## config.mk

```make
export PLATFORM = sky130hd
export DESIGN_NAME = dsp_pwm
export DESIGN_NICKNAME = d
export VERILOG_FILES = /design/src/dsp_pwm.v /design/src/dsp_prescaler.v
export VERILOG_INCLUDE_DIRS = /design/src /design/src/src
export SDC_FILE = /design/constraint.sdc
export NUM_CORES = 1
export LEC_CHECK = 0
export BUFFER_PORTS_ARGS = -buffer_cell sky130_fd_sc_hd__buf_2
export CAP_MARGIN = 20
export CORE_MARGIN = 2
export CORE_UTILIZATION = 35
export DETAILED_ROUTE_END_ITERATION = 6
export PLACE_DENSITY_LB_ADDON = 0.08
export SLEW_MARGIN = 0
export SYNTH_ARGS = -nofsm -noshare
export SYNTH_HDL_FRONTEND = slang
export SYNTH_HIERARCHICAL = 1
export SYNTH_SLANG_ARGS = --single-unit
```

## constraint.sdc

```tcl
create_clock -name clk -period 6.7 [get_ports clk]
set_input_delay 0 -clock clk [delete_from_list [all_inputs] [get_ports clk]]
set_output_delay 0 -clock clk [all_outputs]
set_load 0.05 [all_outputs]
```

## src/dsp_consts.vh

```
// Constants for the dual-slope symmetric PWM block: register map, field
// positions, reset values, mode codes and prescaler selections.
// Assumes a 32-bit Avalon-MM register bus with byte addresses.
`ifndef DSP_CONSTS_VH
`define DSP_CONSTS_VH

// Register byte offsets
`define DSP_ADDR_W 5
`define DSP_OFS_CTRL 5'h00
`define DSP_OFS_COUNT 5'h04
`define DSP_OFS_CMP_A 5'h08
`define DSP_OFS_CMP_B 5'h0C
`define DSP_OFS_CAPTURE 5'h10
`define DSP_OFS_FLAGS 5'h14
`define DSP_OFS_STATUS 5'h18
`define DSP_OFS_ACTIVE 5'h1C

// Control register fields
`define DSP_CTRL_MODE_LSB 0
`define DSP_CTRL_MODE_MSB 3
`define DSP_CTRL_OMA_LSB 4
`define DSP_CTRL_OMA_MSB 5
`define DSP_CTRL_OMB_LSB 6
`define DSP_CTRL_OMB_MSB 7
`define DSP_CTRL_CS_LSB 8
`define DSP_CTRL_CS_MSB 10
`define DSP_CTRL_DIR_A 11
`define DSP_CTRL_DIR_B 12
`define DSP_CTRL_W 13
`define DSP_CTRL_RESET 13'h0000

// Flag register bits
`define DSP_FLAG_OVF 0
`define DSP_FLAG_CMP_A 1
`define DSP_FLAG_CMP_B 2
`define DSP_FLAG_CAPT 3

// Waveform modes handled here
`define DSP_MODE_TOP_CAPT 4'h8
`define DSP_MODE_TOP_CMPA 4'h9

// Channel output modes
`define DSP_OM_OFF 2'h0
`define DSP_OM_TOGGLE 2'h1
`define DSP_OM_NONINV 2'h2
`define DSP_OM_INV 2'h3

// Counter values and reset values
`define DSP_FLOOR 16'h0000
`define DSP_REG16_RESET 16'h0000

// Prescaler selections and dividers
`define DSP_CS_STOP 3'h0
`define DSP_CS_DIV1 3'h1
`define DSP_CS_DIV8 3'h2
`define DSP_CS_DIV64 3'h3
`define DSP_CS_DIV256 3'h4
`define DSP_CS_DIV1024 3'h5
`define DSP_DIV8_LAST 10'h007
`define DSP_DIV64_LAST 10'h03F
`define DSP_DIV256_LAST 10'h0FF
`define DSP_DIV1024_LAST 10'h3FF

`endif

```

## src/dsp_pwm.v

```verilog
// Dual-slope symmetric PWM timer: 16-bit up/down counter, two compare
// channels with buffered compare values, flags and pin drivers.
// Assumes an Avalon-MM master on the register port and an external load
// on the channel pins; everything runs on the single I/O clock.
//
// How it works
// - Modes 8 and 9 of the waveform mode field enable dual-slope counting.
// - Counter runs 0x0000 up to top, then back down to 0x0000, repeatedly.
// - Non-inverting clears on up-count match, sets on down-count match.
// - Top is capture value in mode 8, channel A active compare in mode 9.
// - Counter holds top for exactly one timer clock enable before descending.
// - A channel match sets that channel's compare match flag.
// - Overflow flag sets in the tick where buffers load, at the floor.
// - Reaching top sets channel A flag (mode 9) or capture flag (mode 8).
// - Compare writes go to buffers; in modes 8 and 9 active values change only at the floor.
// - Output mode 2 gives non-inverted PWM, mode 3 inverted PWM.
// - Waveform reaches the pin only when its direction bit selects output.
// - Compare at floor gives constant low, at top constant high (non-inverted).
// - Mode 9 with channel A output mode 1 toggles A on each match.
// - Timer clock enable comes from a prescaler dividing by 1,8,64,256,1024.
// - Period is twice top times the divider in I/O clock cycles.
// - Counter is synchronous to clk; the timer clock is only an enable.
// - Output mode 1 toggles only channel A in mode 9; else disconnected.
//
// The address map and the Avalon-MM slave port were decided locally.

`timescale 1ns/10ps
`include "dsp_consts.vh"

module dsp_pwm (
    // Clock and reset
    input wire clk,
    input wire arst_n,
    // Avalon-MM slave
    input wire [`DSP_ADDR_W-1:0] avs_address,
    input wire avs_read,
    input wire avs_write,
    input wire [3:0] avs_byteenable,
    input wire [31:0] avs_writedata,
    output reg [31:0] avs_readdata,
    output wire avs_waitrequest,
    // Channel pins, output only
    output wire channel_a_output_pin,
    output wire channel_a_output_pin_oe,
    output wire channel_b_output_pin,
    output wire channel_b_output_pin_oe
);

    // Bus handshake: every access waits exactly one cycle
    reg bus_ack;
    wire bus_req;
    wire wr_go;
    wire rd_go;

    assign bus_req = avs_read | avs_write;
    assign avs_waitrequest = bus_req & ~bus_ack;
    assign wr_go = avs_write & bus_ack;
    // Read data load in the wait cycle, so they stand when waitrequest drops
    assign rd_go = avs_read & ~bus_ack;

    // Software-visible state
    reg [`DSP_CTRL_W-1:0] ctrl;
    reg [15:0] counter_value;
    reg [15:0] capture_value;
    reg count_up;
    reg overflow_flag;
    reg capture_flag;
    reg [1:0] compare_match_flag;

    // Per-channel buffered and active compare values, flat for readback
    wire [31:0] cmp_buf_flat;
    wire [31:0] cmp_act_flat;
    wire [3:0] channel_output_mode;
    wire [1:0] channel_wave;
    wire [1:0] channel_match;
    wire [1:0] pin_direction_bit;

    // Control field decode
    wire [3:0] waveform_mode_field;
    wire [1:0] channel_a_output_mode;
    wire [1:0] channel_b_output_mode;
    wire [2:0] clock_select;

    assign waveform_mode_field = ctrl[`DSP_CTRL_MODE_MSB:`DSP_CTRL_MODE_LSB];
    assign channel_a_output_mode = ctrl[`DSP_CTRL_OMA_MSB:`DSP_CTRL_OMA_LSB];
    assign channel_b_output_mode = ctrl[`DSP_CTRL_OMB_MSB:`DSP_CTRL_OMB_LSB];
    assign clock_select = ctrl[`DSP_CTRL_CS_MSB:`DSP_CTRL_CS_LSB];
    assign channel_output_mode = {channel_b_output_mode, channel_a_output_mode};
    assign pin_direction_bit = {ctrl[`DSP_CTRL_DIR_B], ctrl[`DSP_CTRL_DIR_A]};

    // Timer clock enable
    wire timer_clock_enable;

    dsp_prescaler u_prescaler (
        .clk(clk),
        .arst_n(arst_n),
        .clock_select(clock_select),
        .timer_clock_enable(timer_clock_enable)
    );

    // Mode and top selection
    wire dual_mode;
    wire mode_top_capt;
    wire mode_top_cmpa;
    wire [15:0] top_value;
    wire at_top;
    wire at_floor;
    wire next_is_top;
    wire load_compares;
    wire slope_up;

    assign mode_top_capt = waveform_mode_field == `DSP_MODE_TOP_CAPT;
    assign mode_top_cmpa = waveform_mode_field == `DSP_MODE_TOP_CMPA;
    // Modes other than 8 and 9 leave the counter holding its value
    assign dual_mode = mode_top_capt | mode_top_cmpa;
    assign top_value = mode_top_capt ? capture_value : cmp_act_flat[15:0];
    // At or past top turns round, so a top lowered under the count recovers
    assign at_top = counter_value >= top_value;
    assign at_floor = counter_value == `DSP_FLOOR;
    assign next_is_top = count_up && (counter_value + 16'h0001 == top_value);
    // The buffers load in the tick where the counter steps onto the floor
    assign load_compares = timer_clock_enable && dual_mode && !count_up &&
        (counter_value == `DSP_FLOOR + 16'h0001);
    // A match at top counts as down-slope and at the floor as up-slope,
    // which is what pins the output steady at the two extreme compares
    assign slope_up = (count_up && !at_top) || at_floor;

    // Counter sequencer: next count and direction, taken only on ticks
    reg [15:0] next_counter_value;
    reg next_count_up;

    always @* begin
        next_counter_value = counter_value;
        next_count_up = count_up;
        if (count_up) begin
            if (at_top) begin
                // Top was held for one tick; turn round now
                next_count_up = 1'b0;
                next_counter_value = counter_value - 16'h0001;
            end else begin
                next_counter_value = counter_value + 16'h0001;
            end
        end else begin
            if (at_floor) begin
                next_count_up = 1'b1;
                next_counter_value = counter_value + 16'h0001;
            end else begin
                next_counter_value = counter_value - 16'h0001;
            end
        end
    end

    always @(posedge clk or negedge arst_n) begin
        if (!arst_n) begin
            counter_value <= `DSP_FLOOR;
            count_up <= 1'b1;
        end else if (wr_go && avs_address == `DSP_OFS_COUNT) begin
            if (avs_byteenable[0])
                counter_value[7:0] <= avs_writedata[7:0];
            if (avs_byteenable[1])
                counter_value[15:8] <= avs_writedata[15:8];
        end else if (timer_clock_enable && dual_mode) begin
            counter_value <= next_counter_value;
            count_up <= next_count_up;
        end
    end

    // Compare channels
    genvar ch;
    generate
        for (ch = 0; ch < 2; ch = ch + 1) begin : g_chan
            reg [15:0] cmp_buf;
            reg [15:0] cmp_act;
            reg wave;
            wire [1:0] om;
            wire buf_wr;
            wire toggle_ok;

            assign om = channel_output_mode[2*ch+1:2*ch];
            assign buf_wr = wr_go &&
                (avs_address == (ch == 0 ? `DSP_OFS_CMP_A : `DSP_OFS_CMP_B));
            // Only channel A can toggle: it needs its own compare to be top
            assign toggle_ok = (ch == 0) && mode_top_cmpa;
            assign channel_match[ch] = timer_clock_enable && dual_mode &&
                (counter_value == cmp_act);

            // Lanes 0 and 1 write independently; the upper lanes are ignored
            always @(posedge clk or negedge arst_n) begin
                if (!arst_n) begin
                    cmp_buf <= `DSP_REG16_RESET;
                end else if (buf_wr) begin
                    if (avs_byteenable[0])
                        cmp_buf[7:0] <= avs_writedata[7:0];
                    if (avs_byteenable[1])
                        cmp_buf[15:8] <= avs_writedata[15:8];
                end
            end

            // Outside the dual-slope modes the active value follows the buffer
            always @(posedge clk or negedge arst_n) begin
                if (!arst_n)
                    cmp_act <= `DSP_REG16_RESET;
                else if (load_compares || !dual_mode)
                    cmp_act <= cmp_buf;
            end

            // A match sets the level; between matches the pin holds it
            always @(posedge clk or negedge arst_n) begin
                if (!arst_n) begin
                    wave <= 1'b0;
                end else if (channel_match[ch]) begin
                    case (om)
                        `DSP_OM_NONINV: wave <= ~slope_up;
                        `DSP_OM_INV: wave <= slope_up;
                        `DSP_OM_TOGGLE: wave <= toggle_ok ? ~wave : wave;
                        default: wave <= wave;
                    endcase
                end
            end

            assign channel_wave[ch] = wave;
            assign cmp_buf_flat[16*ch+15:16*ch] = cmp_buf;
            assign cmp_act_flat[16*ch+15:16*ch] = cmp_act;
        end
    endgenerate

    // Pin drive: disconnected modes leave the pin to the port logic
    wire [1:0] pin_connected;

    assign pin_connected[0] = channel_a_output_mode[1] ||
        (channel_a_output_mode == `DSP_OM_TOGGLE && mode_top_cmpa);
    assign pin_connected[1] = channel_b_output_mode[1];
    // Pin levels are flip-flops; only the enables are combinational
    assign channel_a_output_pin = channel_wave[0];
    assign channel_b_output_pin = channel_wave[1];
    assign channel_a_output_pin_oe = pin_connected[0] & pin_direction_bit[0];
    assign channel_b_output_pin_oe = pin_connected[1] & pin_direction_bit[1];

    // Flags: a hardware set in the clearing cycle wins
    wire flag_clr;
    wire [3:0] flag_clr_bits;
    wire top_event;

    assign flag_clr = wr_go && avs_address == `DSP_OFS_FLAGS && avs_byteenable[0];
    assign flag_clr_bits = flag_clr ? avs_writedata[3:0] : 4'h0;
    // Top is flagged as the counter arrives there, not as it leaves
    assign top_event = timer_clock_enable && dual_mode && next_is_top;

    // Overflow marks the floor, where the buffered compares take hold
    always @(posedge clk or negedge arst_n) begin
        if (!arst_n)
            overflow_flag <= 1'b0;
        else if (load_compares)
            overflow_flag <= 1'b1;
        else if (flag_clr_bits[`DSP_FLAG_OVF])
            overflow_flag <= 1'b0;
    end

    // Mode 8 has no capture input here, so this flag only marks top
    always @(posedge clk or negedge arst_n) begin
        if (!arst_n)
            capture_flag <= 1'b0;
        else if (top_event && mode_top_capt)
            capture_flag <= 1'b1;
        else if (flag_clr_bits[`DSP_FLAG_CAPT])
            capture_flag <= 1'b0;
    end

    // In mode 9 the channel A flag marks both its match and top
    always @(posedge clk or negedge arst_n) begin
        if (!arst_n) begin
            compare_match_flag <= 2'b00;
        end else begin
            if (channel_match[0] || (top_event && mode_top_cmpa))
                compare_match_flag[0] <= 1'b1;
            else if (flag_clr_bits[`DSP_FLAG_CMP_A])
                compare_match_flag[0] <= 1'b0;
            if (channel_match[1])
                compare_match_flag[1] <= 1'b1;
            else if (flag_clr_bits[`DSP_FLAG_CMP_B])
                compare_match_flag[1] <= 1'b0;
        end
    end

    // Control writes
    always @(posedge clk or negedge arst_n) begin
        if (!arst_n) begin
            ctrl <= `DSP_CTRL_RESET;
        end else if (wr_go && avs_address == `DSP_OFS_CTRL) begin
            if (avs_byteenable[0])
                ctrl[7:0] <= avs_writedata[7:0];
            if (avs_byteenable[1])
                ctrl[`DSP_CTRL_W-1:8] <= avs_writedata[`DSP_CTRL_W-1:8];
        end
    end

    // Capture value is top in mode 8 and not buffered, so a change acts at once
    always @(posedge clk or negedge arst_n) begin
        if (!arst_n) begin
            capture_value <= `DSP_REG16_RESET;
        end else if (wr_go && avs_address == `DSP_OFS_CAPTURE) begin
            if (avs_byteenable[0])
                capture_value[7:0] <= avs_writedata[7:0];
            if (avs_byteenable[1])
                capture_value[15:8] <= avs_writedata[15:8];
        end
    end

    // Read mux; unmapped addresses read zero
    // Compare offsets read the buffers; the values in use show at ACTIVE
    reg [31:0] next_readdata;

    always @* begin
        case (avs_address)
            `DSP_OFS_CTRL: next_readdata = {19'h00000, ctrl};
            `DSP_OFS_COUNT: next_readdata = {16'h0000, counter_value};
            `DSP_OFS_CMP_A: next_readdata = {16'h0000, cmp_buf_flat[15:0]};
            `DSP_OFS_CMP_B: next_readdata = {16'h0000, cmp_buf_flat[31:16]};
            `DSP_OFS_CAPTURE: next_readdata = {16'h0000, capture_value};
            `DSP_OFS_FLAGS: next_readdata = {28'h0000000, capture_flag,
                compare_match_flag, overflow_flag};
            `DSP_OFS_STATUS: next_readdata = {30'h00000000, dual_mode, count_up};
            `DSP_OFS_ACTIVE: next_readdata = cmp_act_flat;
            default: next_readdata = 32'h00000000;
        endcase
    end

    always @(posedge clk or negedge arst_n) begin
        if (!arst_n) begin
            bus_ack <= 1'b0;
            avs_readdata <= 32'h00000000;
        end else begin
            // Ack flips each requested cycle: every access has one wait state
            bus_ack <= bus_req & ~bus_ack;
            if (rd_go)
                avs_readdata <= next_readdata;
        end
    end

endmodule

```

## src/dsp_prescaler.v

```verilog
// Prescaler: turns the I/O clock into a one-cycle timer clock enable.
// Assumes clk is the I/O clock; select changes restart the division.
`timescale 1ns/10ps
`include "dsp_consts.vh"

module dsp_prescaler (
    // Clock and reset
    input wire clk,
    input wire arst_n,
    // Divider selection
    input wire [2:0] clock_select,
    // Timer clock enable, one I/O clock wide
    output reg timer_clock_enable
);

    reg [9:0] div_count;
    reg [2:0] last_select;
    reg [9:0] div_last;
    reg next_tick;

    always @* begin
        case (clock_select)
            `DSP_CS_DIV8: div_last = `DSP_DIV8_LAST;
            `DSP_CS_DIV64: div_last = `DSP_DIV64_LAST;
            `DSP_CS_DIV256: div_last = `DSP_DIV256_LAST;
            `DSP_CS_DIV1024: div_last = `DSP_DIV1024_LAST;
            default: div_last = 10'h000;
        endcase
        next_tick = (clock_select != `DSP_CS_STOP) && (clock_select <= `DSP_CS_DIV1024) &&
            (div_count == div_last);
    end

    always @(posedge clk or negedge arst_n) begin
        if (!arst_n) begin
            div_count <= 10'h000;
            last_select <= `DSP_CS_STOP;
            timer_clock_enable <= 1'b0;
        end else begin
            last_select <= clock_select;
            timer_clock_enable <= next_tick && (clock_select == last_select);
            if (clock_select != last_select || div_count == div_last)
                div_count <= 10'h000;
            else
                div_count <= div_count + 10'h001;
        end
    end

endmodule

```

Word level (Yosys, flattened, before mapping)
Index checks and enable logic that the tools add are counted.
{"block": "totals", "regBits": 163, "elab_cells": 146}
{"block": "op_classes", "addsub": 3, "n_lt_le_gt_ge": 2, "eq_ne": 28, "muxes": 26, "bitwise_logic": 11, "n_reduce_logical": 52}
{"op": "32-bit one-hot mux with 8 select lines", "n": 1}
{"op": "16-bit 2-to-1 mux", "n": 6}
{"op": "16-bit == test", "n": 3}
{"op": "10-bit one-hot mux with 4 select lines", "n": 1}
{"op": "2-bit AND reduction", "n": 12}
{"op": "1-bit logical AND", "n": 21}
{"op": "5-bit == test, second input constant", "n": 4}
{"op": "16-bit by 1-bit adder with 16-bit output, second input constant", "n": 1}
{"op": "16-bit by 1-bit == test with 1-bit output, second input constant", "n": 1}
{"op": "16-bit >= comparator", "n": 1}
{"op": "16-bit zero test", "n": 1}
{"op": "8-bit 2-to-1 mux", "n": 2}
{"op": "16-bit by 1-bit subtractor with 16-bit output, second input constant", "n": 1}
{"op": "1-bit 2-to-1 mux", "n": 12}
{"op": "2-bit nonzero test", "n": 6}
{"op": "10-bit by 1-bit adder with 10-bit output, second input constant", "n": 1}
{"op": "10-bit == test", "n": 1}
{"op": "5-bit by 4-bit == test with 1-bit output, second input constant", "n": 2}
{"op": "10-bit 2-to-1 mux", "n": 1}
{"op": "2-bit == test, second input constant", "n": 4}
{"op": "4-bit == test, second input constant", "n": 2}
{"op": "3-bit by 2-bit == test with 1-bit output, second input constant", "n": 2}
{"op": "3-bit == test, second input constant", "n": 2}
{"op": "2-bit inequality test, second input constant", "n": 3}
{"op": "16 further kinds", "n": 31}

Longest topological paths before layout
Gate-level depths: netlist of the first run.
{"block": "logic_depth", "ltp_word": 8, "depth_mapped": 13, "depth_no_buf": 11}

Modules after synthesis
The synthesis of the first run kept the hierarchy.
{"module": "dsp_pwm", "instances": 1, "cells_each": 786, "area_per_inst_um2": 8373.0, "seq_area_each_um2": 3729.8}
{"module": "dsp_prescaler", "instances": 1, "cells_each": 73, "area_per_inst_um2": 789.5, "seq_area_each_um2": 350.3}

Worst setup path after synthesis of the first run
OpenSTA, ideal clock, no wires.
{"block": "synth_timing", "kind": "register to register", "from": "register ctrl[2]", "to": "register counter_value[3]", "setup_time_ps": 90, "arrival_time_ps": 3353, "required_time_ps": 6610, "path_slack_ps": 3257, "path_stages_with_launch": 13, "path_buffers": 3, "synth_period_minus_slack_ps": 3443, "path_cell_list": "dfrtp_1 nor4b_2 buf_6 buf_6 mux2i_1 ha_1 nand4_1 or4_1 o221a_2 nor2_1 buf_2 mux2_1 o221ai_1"}
{"block": "synth_via", "elab_chain_len": 7, "word_cells_on_any_way": 12}
{"element": "from (decl)", "line_no": "dsp_pwm.v:62", "source": "reg [`DSP_CTRL_W-1:0] ctrl;"}
{"element": "from (signal assigned)", "line_no": "dsp_pwm.v:288", "source": "ctrl <= `DSP_CTRL_RESET;"}
{"element": "from (signal assigned)", "line_no": "dsp_pwm.v:291", "source": "ctrl[7:0] <= avs_writedata[7:0];"}
{"element": "from (signal, indexed assignment)", "line_no": "dsp_pwm.v:293", "source": "ctrl[`DSP_CTRL_W-1:8] <= avs_writedata[`DSP_CTRL_W-1:8];"}
{"element": "4-bit == test (no source line)"}
{"element": "16-bit 2-to-1 mux", "line_no": "dsp_pwm.v:116", "source": "assign top_value = mode_top_capt ? capture_value : cmp_act_flat[15:0];"}
{"element": "16-bit >= comparator", "line_no": "dsp_pwm.v:118", "source": "assign at_top = counter_value >= top_value;"}
{"element": "16-bit 2-to-1 mux", "line_no": "dsp_pwm.v:136", "source": "if (at_top) begin"}
{"element": "16-bit 2-to-1 mux", "line_no": "dsp_pwm.v:135", "source": "if (count_up) begin"}
{"element": "16-bit 2-to-1 mux", "line_no": "dsp_pwm.v:162", "source": "end else if (timer_clock_enable && dual_mode) begin"}
{"element": "16-bit 2-to-1 mux", "line_no": "dsp_pwm.v:157", "source": "end else if (wr_go && avs_address == `DSP_OFS_COUNT) begin"}
{"element": "to (signal assigned)", "line_no": "dsp_pwm.v:155", "source": "counter_value <= `DSP_FLOOR;"}
{"element": "to (signal assigned)", "line_no": "dsp_pwm.v:159", "source": "counter_value[7:0] <= avs_writedata[7:0];"}
{"element": "to (signal assigned)", "line_no": "dsp_pwm.v:163", "source": "counter_value <= next_counter_value;"}
{"element": "to (decl)", "line_no": "dsp_pwm.v:63", "source": "reg [15:0] counter_value;"}
Several ways; a longest one is shown, not always the timed one. The select of a mux whose other input is x is not followed.
A chain may end at the register's enable or synchronous reset.

Final worst setup path of the first run
{"block": "layout_timing", "from": "register ctrl[2]", "to": "register counter_value[12]"}
The elaborated chain is that of the path after synthesis.

==> flow_metrics.env, run 1 <==
export IMPL_worst_r2r_setup_slack_ps=2540
export IMPL_fillCellCount=2539
export IMPL_dr_pass1_iters=5
export IMPL_drive_gt1_share_pct=23.8
export IMPL_clk_pin_slew_ps=80
export IMPL_hold_start="avs_address[0]"
export IMPL_relSlewSlack_pct=36.2
export IMPL_synth_top_area_share_pct=44.2
export IMPL_io_buffers=63
export IMPL_yosysWarnings=6
export IMPL_ys_top_cells_by_count="dfrtp_1 (162), mux2_2 (88), nand2_1 (78)"
export IMPL_synth_area_leaders="dfrtp_1 (44%), mux2_2 (11%), xnor2_1 (3.4%)"
export IMPL_core_area_um2=25900
export IMPL_num_vias=7073
export IMPL_die_h_um=166
export IMPL_wl_per_cell_um=22.5
export IMPL_drt_vias_per_instance=5.53
export IMPL_synthToLayoutAreaGrowth_pct=15.7
export IMPL_p_leak_uw=0.00476
export IMPL_syn_area_per_cell_um2=10.7
export IMPL_post_cts_buffers=0
export IMPL_rows=59
export IMPL_grt_overflow=0
export IMPL_syn_nets=924
export IMPL_rr_worst_depth=12
export IMPL_syn_area_um2=9160
export IMPL_cp_end_kind="flop"
export IMPL_crit_cells=12
export IMPL_grt_antenna_before_repair=0
export IMPL_drcViolationCount=0
export IMPL_clockRootBuffer="clkbuf_16"
export IMPL_ys_ff_latch=163
export IMPL_power_density_nw_per_um2=268
export IMPL_clock_sinks=163
export IMPL_cts_buffer_depth=2
export IMPL_crit_chain="nor4b_4, buf_4, mux2i_1, ha_1, a21oi_1, nor2_1, a2111oi_0, o221a_2, nor2_1, buf_6, or4_1, nand4_1"
export IMPL_cpLargestDelayFamily="compound AO/OA/AOI/OAI gates"
export IMPL_synthCells=859
export IMPL_setup_ws_ps=2540
export IMPL_critPathKind="flop to flop"
export IMPL_yosysSeqAreaShare_pct=44.5
export IMPL_finalHoldViolCount=0
export IMPL_setup_viol=0
export IMPL_synth_most_common_cell="dfrtp_1"
export IMPL_slowest_stage="a2111oi_0"
export IMPL_synth_cell_types=82
export IMPL_htree_levels=4
export IMPL_fin_skew_ps=18.0
export IMPL_grt_use_total_pct=21.3
export IMPL_antenna_left=0
export IMPL_async_flop_share_pct=100
export IMPL_ys_flop_type="dfrtp_1"
export IMPL_fp_dieW_um=166
export IMPL_pin_count=82
export IMPL_layout_nets=996
export IMPL_crit_top_cell="nor2_1"
export IMPL_grt_pass1_vias=7072
export IMPL_arrival_ps=4540
export IMPL_post_route_min_period_ps=4160
export IMPL_fin_crit_sh_pct=62.1
export IMPL_vdd_ir_drop_max_v=0.000120
export IMPL_worst_pin_slew_ps=955
export IMPL_synth_edf_count=0
export IMPL_grt_max_degree=84
export IMPL_r2r_start="ctrl[2]$_DFFE_PN0P_"
export IMPL_diodes=0
export IMPL_crit_buf_inv=2
export IMPL_fmaxAchievable_mhz=240
export IMPL_drv_slew=0
export IMPL_cap_violations=0
export IMPL_worstReg2RegEnd="counter_value[12]$_DFFE_PN0P_"
export IMPL_yosysTopAreaCell="dfrtp_1"
export IMPL_wirelength_mm=28.8
export IMPL_cts_tree="yes"
export IMPL_numCtsBuffers=17
export IMPL_place_congestion=0.826
export IMPL_dieArea_um2=27500
export IMPL_path_max_fanout=11
export IMPL_drt_initial_drc_count=483
export IMPL_min_to="avs_readdata[1]$_DFFE_PN0P_"
export IMPL_rsz0062_at_grt="false"
export IMPL_status="completed"
export IMPL_hold_path_class="primary input to flop"
export IMPL_required_ps=7080
export IMPL_whs_path_depth=4
export IMPL_dp_slack_ps=2320
export IMPL_grt_pass1_wl_mm=45.0
export IMPL_cp_slowest_stage_delay_ps=640
export IMPL_clkLatencyLatePin_ps=450
export IMPL_startpoint_type="flop"
export IMPL_dp_hpwl_mm=20.7
export IMPL_fin_setup_tns_ps=0
export IMPL_start_util_pct=35.4
==> worst reg2reg max path, stage by stage, from the launching register on <==
cell and delay [ps]:
dfrtp_1 460, nor4b_4 370, buf_4 300, mux2i_1 410, ha_1 330, a21oi_1 140, nor2_1 50, a2111oi_0 640
o221a_2 460, nor2_1 190, buf_6 190, or4_1 460, nand4_1 100
==> what timing repair did <==
action	CTS	global route
endpoints found under the hold margin	152	0
resized for setup	0	0
hold buffers	19	0
==> area by class of cell <==
type                       instances  area, um2  area share [%]
clock buffer                      17        425            4.01
clock inverter                    15        168            1.58
inverter                          11       41.3           0.389
multi-input combinational        639       4820            45.4
sequential                       163       4080            38.5
tap                              335        419            3.95
timing repair buffer              99        653            6.16
==> how the worst max path moves through the flow <==
stage,end,start
2_1_floorplan,counter_value[3]$_DFFE_PN0P_,ctrl[2]$_DFFE_PN0P_
6_report,counter_value[12]$_DFFE_PN0P_,ctrl[2]$_DFFE_PN0P_
5_1_grt,counter_value[12]$_DFFE_PN0P_,ctrl[2]$_DFFE_PN0P_
3_3_place_gp,counter_value[3]$_DFFE_PN0P_,ctrl[2]$_DFFE_PN0P_
4_1_cts,counter_value[3]$_DFFE_PN0P_,ctrl[2]$_DFFE_PN0P_
3_5_place_dp,counter_value[3]$_DFFE_PN0P_,ctrl[2]$_DFFE_PN0P_
==> metrics by stage <==
stage               cells  util, %  hold slack (ps)  total power [uW]  cell area [um2]
finish               1279     40.9              141              2840            10600
global route         1279     40.9              154              2990            10600
CTS                  1276     40.8              110              2870            10600
detailed placement   1225     37.8              124              1860             9780
global placement     1224     37.7              122              1850             9780
floorplan             859        -             -296              1650             9160
==> placed cells by master, fill, tap and decap left out, types with 6 or more instances in the layout <==
cell type        n
xnor2_1         36
a222oi_1         6
o21ai_0         42
mux2i_1         23
dfrtp_1        162
and3_1          12
a41oi_1          9
a21oi_1         10
buf_4           14
nor4_1          11
nor2_1          53
nand3_1         31
xor2_1          36
inv_1           11
mux2_2          88
a22oi_1         32
ha_1            20
dlygate4sd3_1   19
nor3_1          25
a31oi_1          7
clkbuf_16       17
buf_2           63
nand2_1         78
nand4_1         14
==> layer usage <==
layer,part of all wire (%),track usage (%),wire [um],up-vias
li1,-,-,-,3321
met1,50,31.6,14500,3590
met2,45,33.0,13000,137
met3,3.3,2.96,954,25
met4,1.3,5.18,386,0
met5,0,0,0,-
==> power by group <==
part           switching [uW]  internal [uW]
sequential                155           1070
clock                     498            500
combinational             358            260
==> logic make-up (layout without fill, tap and decap cells) <==
kind of cell               after synthesis  after routing  share of synthesized area [%]
and+or+nand+nor                        269            269                           15.1
DFF                                    163            163                           44.5
AOI/OAI and AO/OA                      158            158                           12.5
muxes                                  115            115                           13.9
xor gates and xnor gates                77             77                           8.14
buffers and inverters                   57            142                           3.11
adders and majority gates               20             20                           2.73
==> registers in the layout, summed over array words and instances, names as in the netlist, 2 cells and up <==
register                 flops
g_chan.cmp_act              32
u_prescaler/last_select      3
counter_value               16
u_prescaler/div_count       10
ctrl                        13
compare_match_flag           2
g_chan.cmp_buf              32
capture_value               16
avs_readdata                32
No activity file was read; power rests on OpenSTA's default activity.
==> inputs of run 2 (changes only) <==
- clock period: 6.7 -> 3.4 ns (I/O delays scaled with it)
==> flow_metrics.env, run 2 (synthesis gave the netlist of run 1 again) <==
export IMPL_num_vias=7405
export IMPL_worstReg2RegEnd="counter_value[4]$_DFFE_PN0P_"
export IMPL_antenna_left=0
export IMPL_drt_vias_per_instance=5.46
export IMPL_crit_cells=12
export IMPL_clockRootBuffer="clkbuf_16"
export IMPL_r2r_start="ctrl[2]$_DFFE_PN0P_"
export IMPL_crit_chain="nor4b_4, buf_6, buf_12, buf_12, mux2i_4, ha_4, nand4_1, or4_4, o221a_4, or4_4, a21oi_2, nor2_1"
export IMPL_hold_path_class="primary input to flop"
export IMPL_grt_antenna_before_repair=0
export IMPL_grt_max_degree=93
export IMPL_rows=59
export IMPL_fin_crit_sh_pct=99.2
export IMPL_clkLatencyLatePin_ps=440
export IMPL_p_leak_uw=0.00520
export IMPL_wl_met2_mm=13.8
export IMPL_status="completed"
export IMPL_htree_levels=4
export IMPL_path_max_fanout=7
export IMPL_wl_met1_mm=15.1
export IMPL_worst_r2r_setup_slack_ps=30
export IMPL_cpLargestDelayFamily="simple AND/OR/NAND/NOR gates"
export IMPL_min_to="ctrl[3]$_DFFE_PN0P_"
export IMPL_die_h_um=166
export IMPL_arrival_ps=3690
export IMPL_finalHoldViolCount=0
export IMPL_setup_ws_ps=27.2
export IMPL_relSlewSlack_pct=39.3
export IMPL_fin_skew_ps=17.7
export IMPL_whs_path_depth=3
export IMPL_final_common_cell="dfrtp_1"
export IMPL_dp_hpwl_mm=21.9
export IMPL_wirelength_mm=30.3
export IMPL_setup_viol=0
export IMPL_fin_setup_tns_ps=0
export IMPL_fp_dieW_um=166
export IMPL_drcViolationCount=0
export IMPL_cp_end_kind="flop"
export IMPL_dr_pass1_iters=5
export IMPL_post_route_min_period_ps=3370
export IMPL_required_ps=3720
export IMPL_fmaxAchievable_mhz=296
export IMPL_io_buffers=63
export IMPL_core_area_um2=25900
export IMPL_synthToLayoutAreaGrowth_pct=25.8
export IMPL_hold_start="avs_writedata[3]"
export IMPL_wl_per_cell_um=22.4
export IMPL_drv_slew=0
export IMPL_crit_buf_inv=3
export IMPL_startpoint_type="flop"
export IMPL_worst_pin_slew_ps=911
export IMPL_drive_gt1_share_pct=32.7
export IMPL_cts_tree="yes"
export IMPL_grt_overflow=0
export IMPL_diodes=0
export IMPL_slowest_stage="or4_4"
export IMPL_grt_use_total_pct=22.3
export IMPL_power_density_nw_per_um2=516
export IMPL_top_regs="avs_readdata: 32 flops, g_chan.cmp_act: 32 flops, g_chan.cmp_buf: 32 flops"
export IMPL_grt_pass1_vias=7502
export IMPL_grt_pass1_wl_mm=47.0
export IMPL_regArea_um2=4080
export IMPL_pin_count=82
export IMPL_place_congestion=0.823
export IMPL_rsz0062_at_grt="true"
export IMPL_clk_pin_slew_ps=80
export IMPL_layout_nets=1072
export IMPL_critPathKind="flop to flop"
export IMPL_cts_buffer_depth=2
export IMPL_numCtsBuffers=17
export IMPL_cap_violations=0
export IMPL_dp_slack_ps=-3.32
export IMPL_maxUsedRoutingLayer="met4"
export IMPL_mostFrequentLayoutCells="dfrtp_1 (162), mux2_2 (86), buf_4 (85), nand2_1 (77), buf_2 (62)"
export IMPL_clock_sinks=163
export IMPL_wl_met3_um=918
export IMPL_start_util_pct=35.4
export IMPL_vdd_ir_drop_max_v=0.000246
export IMPL_dieArea_um2=27500
export IMPL_rr_worst_depth=12
export IMPL_drt_initial_drc_count=582
export IMPL_multiInputGateArea_um2=5090
export IMPL_cp_slowest_stage_delay_ps=540
export IMPL_fillCellCount=2503
-- run 2: cell types whose count changed in the layout (fill, tap and decap cells not counted), sizes merged --
| cell | delta |
|---|---|
| inv | +2 |
| clkinv | -4 |
| dlygate4sd3 | -1 |
| clkbuf | +1 |
| clkinvlp | +1 |
| buf | +77 |
-- run 2: final cells by class --
class                   instances  area share (%)
clock buffers                  18            3.81
clock inverters                14            1.40
inverters                      11           0.358
multi-input cells             639            44.1
flip-flops and latches        163            35.4
well taps                     335            3.64
repair buffers                175            11.3
-- run 2: how the worst max path moves through the flow --
stage                                   start                          endpoint  slack [ps]
after floorplan           ctrl[2]$_DFFE_PN0P_      counter_value[3]$_DFFE_PN0P_           3
after global placement    ctrl[2]$_DFFE_PN0P_     counter_value[12]$_DFFE_PN0P_          30
after detailed placement  ctrl[2]$_DFFE_PN0P_     counter_value[12]$_DFFE_PN0P_          -3
after CTS                 ctrl[0]$_DFFE_PN0P_     counter_value[12]$_DFFE_PN0P_         -10
after global routing      ctrl[2]$_DFFE_PN0P_  channel_b_output_pin$_DFFE_PN0P_         -80
final                     ctrl[2]$_DFFE_PN0P_      counter_value[4]$_DFFE_PN0P_          30
-- run 2: metal layers --
metal | global-route usage (%) | up-vias
met5 | 0 | -
met4 | 5.37 | 0
met3 | 2.67 | 23
met2 | 35.2 | 158
met1 | 32.7 | 3742
li1 | - | 3482
-- run 2: report_power, final --
part / leakage, uW / switching [uW] / internal [uW]
registers: 0.00218 / 213 / 2120
clock network: 0.000290 / 987 / 1010
logic: 0.00274 / 913 / 705
total: 0.00520 / 2110 / 3830
-- run 2: timing repair --
action / 4_1_cts / 5_1_grt
cloned: 1 / 0
endpoints found under the setup margin: 3 / 18
endpoints found under the hold margin: 156 / 0
pin swaps: 3 / 20
buffers inserted: 2 / 9
resized for setup: 17 / 34
hold buffers: 18 / 0
-- run 2: tightest hold or removal path, stage by stage --
cell and delay, ps:
buf_2 70, inv_1 150, o21ai_0 190
-- run 2: metrics by stage --
| step | area [um2] | total power [uW] | std cells | hold slack (ps) | utilization (%) |
|---|---|---|---|---|---|
| floorplan | 9170 | 3260 | 859 | -296 | - |
| global placement | 10300 | 3840 | 1292 | 172 | 39.8 |
| detailed placement | 10300 | 3830 | 1292 | 174 | 39.8 |
| CTS | 11200 | 5900 | 1345 | 2.91 | 43.3 |
| global route | 11500 | 6230 | 1355 | 40.9 | 44.5 |
| finish | 11500 | 5940 | 1355 | 25.9 | 44.5 |
==> inputs of run 3 (changes only) <==
- CELL_PAD_IN_SITES_DETAIL_PLACEMENT: not set -> 1
- CELL_PAD_IN_SITES_GLOBAL_PLACEMENT: not set -> 1
- SLEW_MARGIN: 0 -> 20
- TNS_END_PERCENT: not set -> 20
==> flow_metrics.env, run 3 (synthesis gave the netlist of run 1 again) <==
export IMPL_rr_worst_depth=13
export IMPL_finalHoldViolCount=0
export IMPL_grt_use_total_pct=24.0
export IMPL_clk_pin_slew_ps=80
export IMPL_crit_top_cell="buf_4"
export IMPL_critPathKind="flop to flop"
export IMPL_dp_cells=1279
export IMPL_drcViolationCount=0
export IMPL_status="completed"
export IMPL_fp_dieW_um=166
export IMPL_slowest_stage="or4_1"
export IMPL_synthToLayoutAreaGrowth_pct=24.4
export IMPL_io_buffers=63
export IMPL_fmaxAchievable_mhz=295
export IMPL_vdd_ir_drop_max_v=0.000222
export IMPL_wl_per_cell_um=24.6
export IMPL_worst_pin_slew_ps=911
export IMPL_die_h_um=166
export IMPL_grt_max_degree=94
export IMPL_setup_viol=0
export IMPL_path_max_fanout=8
export IMPL_cts_tree="yes"
export IMPL_final_common_cell="dfrtp_1"
export IMPL_startpoint_type="flop"
export IMPL_regArea_um2=4080
export IMPL_postLayoutCellArea_um2=11400
export IMPL_grt_overflow=0
export IMPL_drive_gt1_share_pct=32.1
export IMPL_fillCellCount=2824
export IMPL_fin_skew_ps=20.4
export IMPL_dr_pass1_iters=5
export IMPL_drt_initial_drc_count=566
export IMPL_p_leak_uw=0.00511
export IMPL_required_ps=3780
export IMPL_clock_sinks=163
export IMPL_dp_hpwl_mm=23.9
export IMPL_grt_antenna_before_repair=0
export IMPL_final_util_pct=44.0
export IMPL_place_area_um2=10200
export IMPL_clkLatencyLatePin_ps=440
export IMPL_instances_no_fill=1341
export IMPL_grt_pass1_vias=8142
export IMPL_arrival_ps=3770
export IMPL_crit_chain="nor4b_4, buf_4, buf_12, mux2i_4, ha_4, buf_4, a211oi_2, o311a_1, o221a_4, nor2_4, buf_6, or4_1, nand4_1"
export IMPL_cap_violations=0
export IMPL_multiInputGateArea_um2=5120
export IMPL_place_congestion=0.886
export IMPL_clockRootBuffer="clkbuf_16"
export IMPL_htree_levels=4
export IMPL_mostFrequentLayoutCells="dfrtp_1 (162), mux2_2 (87), nand2_1 (77), buf_4 (73), buf_2 (62)"
export IMPL_dp_slack_ps=-135
export IMPL_dieArea_um2=27500
export IMPL_top_regs="avs_readdata: 32 flops, g_chan.cmp_act: 32 flops, g_chan.cmp_buf: 32 flops"
export IMPL_hold_path_class="primary input to flop"
export IMPL_fin_crit_sh_pct=99.8
export IMPL_fin_setup_tns_ps=0
export IMPL_pin_count=82
export IMPL_diodes=0
export IMPL_layout_nets=1058
export IMPL_rows=59
export IMPL_grt_pass1_wl_mm=51.1
export IMPL_numCtsBuffers=17
export IMPL_post_route_min_period_ps=3390
export IMPL_wirelength_mm=33.0
export IMPL_cp_slowest_stage_delay_ps=470
export IMPL_rsz0062_at_grt="true"
export IMPL_cts_buffer_depth=2
export IMPL_power_density_nw_per_um2=517
export IMPL_drv_slew=0
export IMPL_start_util_pct=35.4
export IMPL_drt_vias_per_instance=5.72
export IMPL_num_vias=7667
export IMPL_antenna_left=0
export IMPL_core_area_um2=25900
export IMPL_relSlewSlack_pct=39.2
export IMPL_setup_ws_ps=5.68
export IMPL_cp_end_kind="flop"
export IMPL_whs_path_depth=3
## run 3: cell types whose count changed in the layout (fill, tap and decap cells not counted), sizes merged
cell	delta
buf	-15
clkinv	-3
clkinvlp	+3
clkbuf	+1
## run 3: power by group
group	total [uW]	leakage, uW	switching [uW]	internal (uW)
clock network	1910	0.000267	935	975
logic	1660	0.00267	970	693
registers	2330	0.00218	209	2120
## run 3: metal layers
| metal | GRT usage [%] | part of all wire, % | wire length (um) | up-vias |
|---|---|---|---|---|
| li1 | - | - | - | 3445 |
| met1 | 33.6 | 46 | 15300 | 3977 |
| met2 | 38.4 | 47 | 15600 | 195 |
| met3 | 3.81 | 4.1 | 1350 | 50 |
| met4 | 7.64 | 2.3 | 767 | 0 |
| met5 | 0 | 0 | 0 | - |
## run 3: area by class of cell
type                            instances  share of cell area [%]
Tap cell                              335                    3.68
Inverter                               11                   0.384
Multi-Input combinational cell        639                    44.9
Timing Repair Buffer                  161                    10.3
Clock buffer                           18                    3.76
Sequential cell                       163                    35.8
Clock inverter                         14                    1.25
## run 3: path summary, 6_finish.rpt
path	startpoint	to	slack [ps]
worst max-delay path	ctrl[2]$_DFFE_PN0P_	counter_value[12]$_DFFE_PN0P_	6
worst min-delay path	avs_writedata[3]	ctrl[3]$_DFFE_PN0P_	30
worst max register to register	ctrl[2]$_DFFE_PN0P_	counter_value[12]$_DFFE_PN0P_	6
worst min register to register	avs_readdata[21]$_DFFE_PN0P_	avs_readdata[21]$_DFFE_PN0P_	480
max in group asynchronous	arst_n	counter_value[2]$_DFFE_PN0P_	2170
min in group asynchronous	arst_n	g_chan[1].cmp_act[12]$_DFFE_PN0P_	200
## run 3: worst max-delay path, delay by kind of cell (launching register included)
| kind | cells | cell delay, ps |
|---|---|---|
| AOI/OAI and AO/OA | 3 | 860 |
| adders and majority gates | 1 | 250 |
| buffers and inverters | 4 | 620 |
| and+or+nand+nor | 4 | 880 |
| DFF | 1 | 410 |
| muxes | 1 | 300 |
## run 3: what timing repair did
| action | 4_1_cts | 5_1_grt |
|---|---|---|
| endpoints found under the setup margin | 13 | 17 |
| gates cloned | 1 | 0 |
| endpoints found under the hold margin | 157 | 0 |
| pin swaps | 14 | 9 |
| gates resized for setup | 30 | 25 |
| hold buffers | 18 | 0 |
| setup buffers | 4 | 6 |
## run 3: stage by stage
stage	hold WS [ps]	total power, uW
6_report	30.0	5900
3_5_place_dp	155	3870
2_1_floorplan	-296	3260
3_3_place_gp	137	3810
5_1_grt	77.4	6180
4_1_cts	17.6	5890
